==> config.mk <==
export PLATFORM = sky130hd
export DESIGN_NAME = rcg_gate
export DESIGN_NICKNAME = d
export VERILOG_FILES = /design/src/pkg/rcg_pkg.sv /design/src/logic/rcg_gate.sv
export SDC_FILE = /design/constraint.sdc
export NUM_CORES = 1
export LEC_CHECK = 0
export BUFFER_PORTS_ARGS = -buffer_cell sky130_fd_sc_hd__buf_4
export CAP_MARGIN = 20
export CORE_ASPECT_RATIO = 1.75
export CORE_MARGIN = 8
export CORE_UTILIZATION = 30
export DETAILED_ROUTE_END_ITERATION = 8
export SLEW_MARGIN = 20
export SYNTH_ARGS = -nofsm -noshare
export SYNTH_HDL_FRONTEND = slang
export SYNTH_SLANG_ARGS = --single-unit
==> constraint.sdc <==
create_clock -name pclk -period 2.4 [get_ports pclk]
set_input_delay 0.24 -clock pclk [delete_from_list [all_inputs] [get_ports pclk]]
set_output_delay 0.24 -clock pclk [all_outputs]
set_load 0.01 [all_outputs]
==> src/pkg/rcg_pkg.sv <==
// package of constants and types for the run-mode clock gate register block, group one
package rcg_pkg;

  // register byte offsets
  localparam logic [11:0] RCG_RUN_OFF   = 12'h104;
  localparam logic [11:0] RCG_SLEEP_OFF = 12'h114;
  localparam logic [11:0] RCG_DEEP_OFF  = 12'h124;
  localparam logic [11:0] RCG_CFG_OFF   = 12'h160;
  localparam logic [11:0] RCG_STAT_OFF  = 12'h200;
  localparam logic [11:0] RCG_CLR_OFF   = 12'h204;
  localparam logic [11:0] RCG_EN_OFF    = 12'h208;
  localparam logic [11:0] RCG_FINFO_OFF = 12'h20c;

  // implemented gate bits, reserved ones are zero
  localparam logic [31:0] RCG_GATE_MASK  = 32'h070f1137;
  localparam logic [31:0] RCG_GATE_RESET = 32'h00000000;

  // gate bit positions
  localparam int RCG_COMPARATOR_TWO_GATE_BIT = 26;
  localparam int RCG_COMPARATOR_ZERO_GATE_BIT = 24;
  localparam int RCG_TMR3_BIT  = 19;
  localparam int RCG_TMR0_BIT  = 16;
  localparam int RCG_TWI0_BIT  = 12;
  localparam int RCG_QDEC_BIT  = 8;
  localparam int RCG_SSP1_BIT  = 5;
  localparam int RCG_SSP0_BIT  = 4;
  localparam int RCG_ASP2_BIT  = 2;
  localparam int RCG_ASP0_BIT  = 0;

  // configuration and interrupt fields
  localparam int          RCG_CFG_AUTO_BIT  = 0;
  localparam logic [1:0]  RCG_IRQ_MASK      = 2'h3;
  localparam int          RCG_IRQ_RDFLT_BIT = 0;
  localparam int          RCG_IRQ_WRFLT_BIT = 1;

  // access request from the peripheral bus decoder
  typedef struct packed {
    logic       valid;
    logic       write;
    logic [4:0] unit;
  } rcg_periph_req_t;

  // power mode that picks the active gate set
  typedef enum logic [1:0] {
    RCG_MODE_RUN   = 2'b00,
    RCG_MODE_SLEEP = 2'b01,
    RCG_MODE_DEEP  = 2'b10
  } rcg_mode_t;

endpackage : rcg_pkg

==> src/logic/rcg_gate.sv <==
// run-mode clock gate register, group one, with apb slave, fault check and interrupt
`timescale 1ns/1ns
module rcg_gate
  import rcg_pkg::*;
(
  // clock and reset
  input  wire logic            pclk,
  input  wire logic            presetn,
  // apb slave
  input  wire logic            psel,
  input  wire logic            penable,
  input  wire logic            pwrite,
  input  wire logic [11:0]     paddr,
  input  wire logic [31:0]     pwdata,
  output logic      [31:0]     prdata,
  output logic                 pready,
  output logic                 pslverr,
  // power mode requests, same clock domain
  input  wire logic            sleep_req,
  input  wire logic            deep_sleep_req,
  // peripheral access check
  input  wire rcg_periph_req_t periph_req,
  output logic                 periph_fault,
  // gated clock enables and interrupt
  output logic      [31:0]     periph_clk_en,
  output logic                 irq
);

  ////////////////////////////////////////////////////////////////////////
  // declarations
  logic [31:0] run_q;
  logic [31:0] sleep_q;
  logic [31:0] deep_q;
  logic        auto_q;
  logic [1:0]  stat_q;
  logic [1:0]  irq_en_q;
  logic [5:0]  finfo_q;
  logic [31:0] prdata_q;
  logic        pready_q;
  logic        pslverr_q;
  logic        fault_q;
  logic [31:0] clk_en_q;
  logic        irq_q;
  logic [31:0] gate_d;
  logic [31:0] rdata_d;
  logic        hit_d;
  logic        wr_en;
  logic        fault_d;
  logic [1:0]  stat_set;
  logic [1:0]  stat_clr;
  rcg_mode_t   mode_d;

  assign prdata        = prdata_q;
  assign pready        = pready_q;
  assign pslverr       = pslverr_q;
  assign periph_fault  = fault_q;
  assign periph_clk_en = clk_en_q;
  assign irq           = irq_q;

  ////////////////////////////////////////////////////////////////////////
  // apb decode
  // write lands only at the access edge, when pready is already high
  assign wr_en = psel && penable && pwrite && pready_q && !pslverr_q;

  // read mux and address hit; unmapped addresses answer with pslverr
  always_comb begin
    rdata_d = 32'h00000000;
    hit_d   = 1'b1;
    unique case (paddr)
      RCG_RUN_OFF:   rdata_d = run_q & RCG_GATE_MASK;
      RCG_SLEEP_OFF: rdata_d = sleep_q & RCG_GATE_MASK;
      RCG_DEEP_OFF:  rdata_d = deep_q & RCG_GATE_MASK;
      RCG_CFG_OFF:   rdata_d[RCG_CFG_AUTO_BIT] = auto_q;
      RCG_STAT_OFF:  rdata_d[1:0] = stat_q;
      RCG_CLR_OFF:   rdata_d = 32'h00000000; // write-only
      RCG_EN_OFF:    rdata_d[1:0] = irq_en_q;
      RCG_FINFO_OFF: rdata_d[5:0] = finfo_q;
      default:       hit_d = 1'b0;
    endcase
  end

  // one setup cycle, then a single access cycle with pready high
  always_ff @(posedge pclk or negedge presetn) begin
    if (!presetn) begin
      pready_q  <= 1'b0;
      pslverr_q <= 1'b0;
      prdata_q  <= 32'h00000000;
    end else begin
      pready_q  <= psel && !penable;
      pslverr_q <= psel && !penable && !hit_d;
      if (psel && !penable && !pwrite) begin
        prdata_q <= rdata_d;
      end
    end
  end

  ////////////////////////////////////////////////////////////////////////
  // gate registers
  // gates reset to zero
  always_ff @(posedge pclk or negedge presetn) begin
    if (!presetn) begin
      run_q   <= RCG_GATE_RESET;
      sleep_q <= RCG_GATE_RESET;
      deep_q  <= RCG_GATE_RESET;
      auto_q  <= 1'b0;
    end else if (wr_en) begin
      if (paddr == RCG_RUN_OFF) begin
        run_q <= pwdata & RCG_GATE_MASK;
      end
      if (paddr == RCG_SLEEP_OFF) begin
        sleep_q <= pwdata & RCG_GATE_MASK;
      end
      if (paddr == RCG_DEEP_OFF) begin
        deep_q <= pwdata & RCG_GATE_MASK;
      end
      if (paddr == RCG_CFG_OFF) begin
        auto_q <= pwdata[RCG_CFG_AUTO_BIT];
      end
    end
  end

  ////////////////////////////////////////////////////////////////////////
  // active gate set
  // low-power sets only with auto gating
  always_comb begin
    if (auto_q && deep_sleep_req) begin
      mode_d = RCG_MODE_DEEP;
    end else if (auto_q && sleep_req) begin
      mode_d = RCG_MODE_SLEEP;
    end else begin
      mode_d = RCG_MODE_RUN;
    end
  end

  always_comb begin
    unique case (mode_d)
      RCG_MODE_RUN:   gate_d = run_q;
      RCG_MODE_SLEEP: gate_d = sleep_q;
      RCG_MODE_DEEP:  gate_d = deep_q;
      default:        gate_d = run_q; // code 2'b11 never produced
    endcase
  end

  // enables only move on an edge
  // the downstream latch-based clock gate needs a clean flop-driven enable
  always_ff @(posedge pclk or negedge presetn) begin
    if (!presetn) begin
      clk_en_q <= RCG_GATE_RESET;
    end else begin
      clk_en_q <= gate_d & RCG_GATE_MASK;
    end
  end

  ////////////////////////////////////////////////////////////////////////
  // access fault check
  // unclocked unit faults; reserved slots have no unit and fault too
  assign fault_d = periph_req.valid && !clk_en_q[periph_req.unit];

  always_ff @(posedge pclk or negedge presetn) begin
    if (!presetn) begin
      fault_q <= 1'b0;
      finfo_q <= 6'h00;
    end else begin
      fault_q <= fault_d;
      if (fault_d) begin
        finfo_q <= {periph_req.write, periph_req.unit};
      end
    end
  end

  ////////////////////////////////////////////////////////////////////////
  // interrupt status, clear and enable
  assign stat_set[RCG_IRQ_RDFLT_BIT] = fault_d && !periph_req.write;
  assign stat_set[RCG_IRQ_WRFLT_BIT] = fault_d && periph_req.write;
  assign stat_clr = (wr_en && paddr == RCG_CLR_OFF) ? pwdata[1:0] : 2'h0;

  // set wins over a clear in the same cycle
  always_ff @(posedge pclk or negedge presetn) begin
    if (!presetn) begin
      stat_q   <= 2'h0;
      irq_en_q <= 2'h0;
    end else begin
      stat_q <= (stat_q & ~stat_clr) | stat_set;
      if (wr_en && paddr == RCG_EN_OFF) begin
        irq_en_q <= pwdata[1:0] & RCG_IRQ_MASK;
      end
    end
  end

  // level interrupt, registered from the next status value, so it moves on the same edge as status
  always_ff @(posedge pclk or negedge presetn) begin
    if (!presetn) begin
      irq_q <= 1'b0;
    end else begin
      irq_q <= |((stat_q & ~stat_clr | stat_set) & irq_en_q);
    end
  end

  ////////////////////////////////////////////////////////////////////////
  // assertions
  logic seen_q;

  // marks the first edge after reset release
  always_ff @(posedge pclk or negedge presetn) begin
    if (!presetn) begin
      seen_q <= 1'b0;
    end else begin
      seen_q <= 1'b1;
    end
  end
endmodule : rcg_gate

==> flow_summary.toml <==
[floorplanning]
die_w_microns = 107
core_sq_um = 14200
num_rows = 58
die_area_sq_um = 18600
start_util_pct = 30.4
die_h_microns = 175
ios = 126

[worst_hold_path]
holdPathStages = 2
hp-class = "in -> reg"

[clocking]
htreeDepth = 3
max-clock-path-buffers = 2
worstSkewPairLatency_ns = 0.34
post-cts-setup-buffer-count = 0
cts_tree = "yes"
cts_hold_buf = 1
root_buffer = "clkbuf_16"
numCtsBuffers = 9
cts_num_sinks = 86
ctsResizeCount = 0
path_clk_slew_ns = 0.06

[grt]
grt_first_pass_wirelength_mm = 17.8
gr-usage-all-layers_pct = 12.3
grt_pass1_vias = 3357
grt.overflow.total = 0
grt_start_max_net_pins = 42
antenna_found_initial = 0

[routing]
top_layer_used = "met4"
wirelength_mm = 11.5
drt_iter0_markers = 143
wl_met1_mm = 3.96
wl_met2_mm = 6.46
postRouteAntennaNets = 0
drc = 0
viasPerCell = 4.97
via_count = 3152
avgRoutedWirePerCell_microns = 18.1
first_pass_iters = 4
route.met3.wl_microns = 792

[placement]
portBuffers = 72
dp_cells = 617
hpwl_mm = 8.91
place.gp.congestion = 0.811

[yosys]
syn_inst = 367
yosysUniqueCellTypes = 47
postSynthAreaPerCell_sq_um = 11.8
synth_ff_type = "dfrtp_1"
ys_warn_count = 0
synth_async_sr_flop_share_pct = 100
synth_seq_cells = 86
synthesis.area_sq_um = 4320
synth_edf_count = 0
synth-seq-area-share_pct = 49.8

[finish]
layout-drive-gt1-share_pct = 37.2
utilization_pct = 37.2
nets = 507
multiInputGateArea_sq_um = 1880
n_antenna_cell = 0
fin_cells = 634
fill_cells = 1435
area_delta_synth_final_pct = 22.6
seq_area_sq_um = 2150

[sta]
setup_violations = 0
fin_crit_ns = 2.00
rsz0062_at_grt = "false"
worstMarginPinSlew_ns = 0.714
max-slew-margin-rel_pct = 52.4
period_share_pct = 83.4
tns_ns = 0
fin_skew_ns = 0.00777
maxSlewViolCount = 0
fmax_mhz = 500
finalHoldViolations = 0

[outcome]
outcome = "complete, no violations"

[flow_run]
drv_cap = 0

[setup_path]
critPathKind = "reg -> reg"
worst_setup_path_start_kind = "flop"
rr_worst_depth = 5
cp.required_ns = 2.63
arrival_ns = 2.23
crit_fanout = 8
endpoint_kind = "flop"

[power_and_ir_drop]
vdd_drop_max_v = 0.000263
p_leak_nw = 2.58
pwr_density_cell_nw_per_um2 = 595
==> through the flow <==
stage / cell area, sq um / hold WS, ns / power [mW] / setup WS (ns)
after global routing: 5300 / 0.0963 / 3.27 / 0.335
after floorplan: 4450 / -0.0556 / 1.67 / 0.507
after CTS: 5300 / 0.0913 / 3.20 / 0.407
after detailed placement: 4980 / 0.250 / 1.78 / 0.258
final: 5300 / 0.101 / 3.15 / 0.399
after global placement: 4980 / 0.240 / 1.77 / 0.280
==> critical path, cell delays in order (launching register included) <==
cell      delay (ns)
dfrtp_1         0.41
nor2b_1         0.14
a211o_1         0.27
a311oi_2        0.46
o211ai_2        0.27
mux2_2          0.34
==> cells in the mapped netlist, drive strengths merged, types with 3 or more instances <==
cell type | count | area [sq um]
or4b | 3 | 33.8
nand2 | 14 | 52.6
a21oi | 5 | 25.0
a22o | 22 | 193
mux2i | 18 | 180
and3 | 7 | 46.3
o21ai | 19 | 95.1
mux2 | 53 | 597
a22oi | 8 | 60.1
o22ai | 6 | 37.5
buf | 40 | 328
nor2 | 15 | 56.3
nor4 | 3 | 25.0
clkbuf | 13 | 60.1
a221oi | 3 | 26.3
nand3 | 10 | 55.1
dfrtp | 86 | 2150
nor2b | 8 | 50.1
inv | 7 | 26.3
o211ai | 5 | 42.5
==> sequential cells by signal (all words and copies together) (netlist names), 2 cells and up <==
register	cells
periph_clk_en	14
prdata	15
finfo_q	6
irq_en_q	2
stat_q	2
deep_q	14
sleep_q	14
run_q	14
==> report_power, final <==
part / leakage [nW] / switching, mW / internal, mW
Clock: 0.147 / 0.579 / 0.818
Sequential: 1.17 / 0.0157 / 1.48
Combinational: 1.27 / 0.154 / 0.107
==> per-layer routing <==
| metal | vias up | GRT usage (%) |
|---|---|---|
| met2 | 98 | 23.4 |
| li1 | 1445 | - |
| met4 | 0 | 5.72 |
| met5 | - | 0 |
| met1 | 1596 | 11.8 |
| met3 | 13 | 3.06 |
==> path summary, 6_finish.rpt <==
| path | from | end | slack [ns] |
|---|---|---|---|
| worst min-delay path | penable | pready | 0.10 |
| max in group asynchronous | presetn | prdata[25] | 1.26 |
| worst max-delay path | periph_clk_en[0] | finfo_q[3] | 0.40 |
| worst max register to register | periph_clk_en[0] | finfo_q[3] | 0.40 |
| worst min register to register | prdata[3] | prdata[3] | 0.47 |
| min in group asynchronous | presetn | pready | 0.42 |
==> final cells by class <==
cell class                      instances  area share (%)
Sequential cell                        86            40.6
Multi-Input combinational cell        255            35.5
Timing Repair Buffer                   90            13.3
Clock buffer                            9            4.25
Tap cell                              180            4.25
Clock inverter                          7            1.54
Inverter                                7           0.496
==> placed cells by master (no fill, tap or decap), types with 2 or more instances in the layout <==
| cell | instances |
|---|---|
| clkinv_4 | 3 |
| a21oi_1 | 5 |
| a221oi_1 | 3 |
| nand3_1 | 9 |
| conb_1 | 35 |
| mux2_2 | 53 |
| and3_2 | 2 |
| clkbuf_16 | 9 |
| dfrtp_1 | 86 |
| nor2b_1 | 8 |
| o211ai_1 | 4 |
| nor4_1 | 2 |
| a22o_1 | 22 |
| nand2_1 | 14 |
| mux2i_1 | 18 |
| a32oi_1 | 2 |
| a22oi_1 | 8 |
| and3_1 | 5 |
| inv_1 | 7 |
| buf_4 | 87 |
| or4b_1 | 2 |
| nor2_1 | 15 |
| inv_6 | 2 |
| nand4_1 | 2 |
| buf_12 | 2 |
| o22ai_1 | 6 |
| o2111ai_1 | 2 |
| nand2b_1 | 2 |
| nand3b_1 | 2 |
| o21ai_0 | 19 |
==> cells by family (layout without fill, tap and decap cells) <==
kind of cell | count (synthesis) | in the layout | share of synthesized area, %
flip-flops | 86 | 86 | 49.8
AO/OA/AOI/OAI | 78 | 78 | 13.3
multiplexers | 71 | 71 | 18.0
AND/OR/NAND/NOR | 71 | 71 | 9.21
buffers and inverters | 60 | 113 | 9.59
other | 1 | 35 | 0.0868
Note: power is estimated with default switching activity, not from simulation.
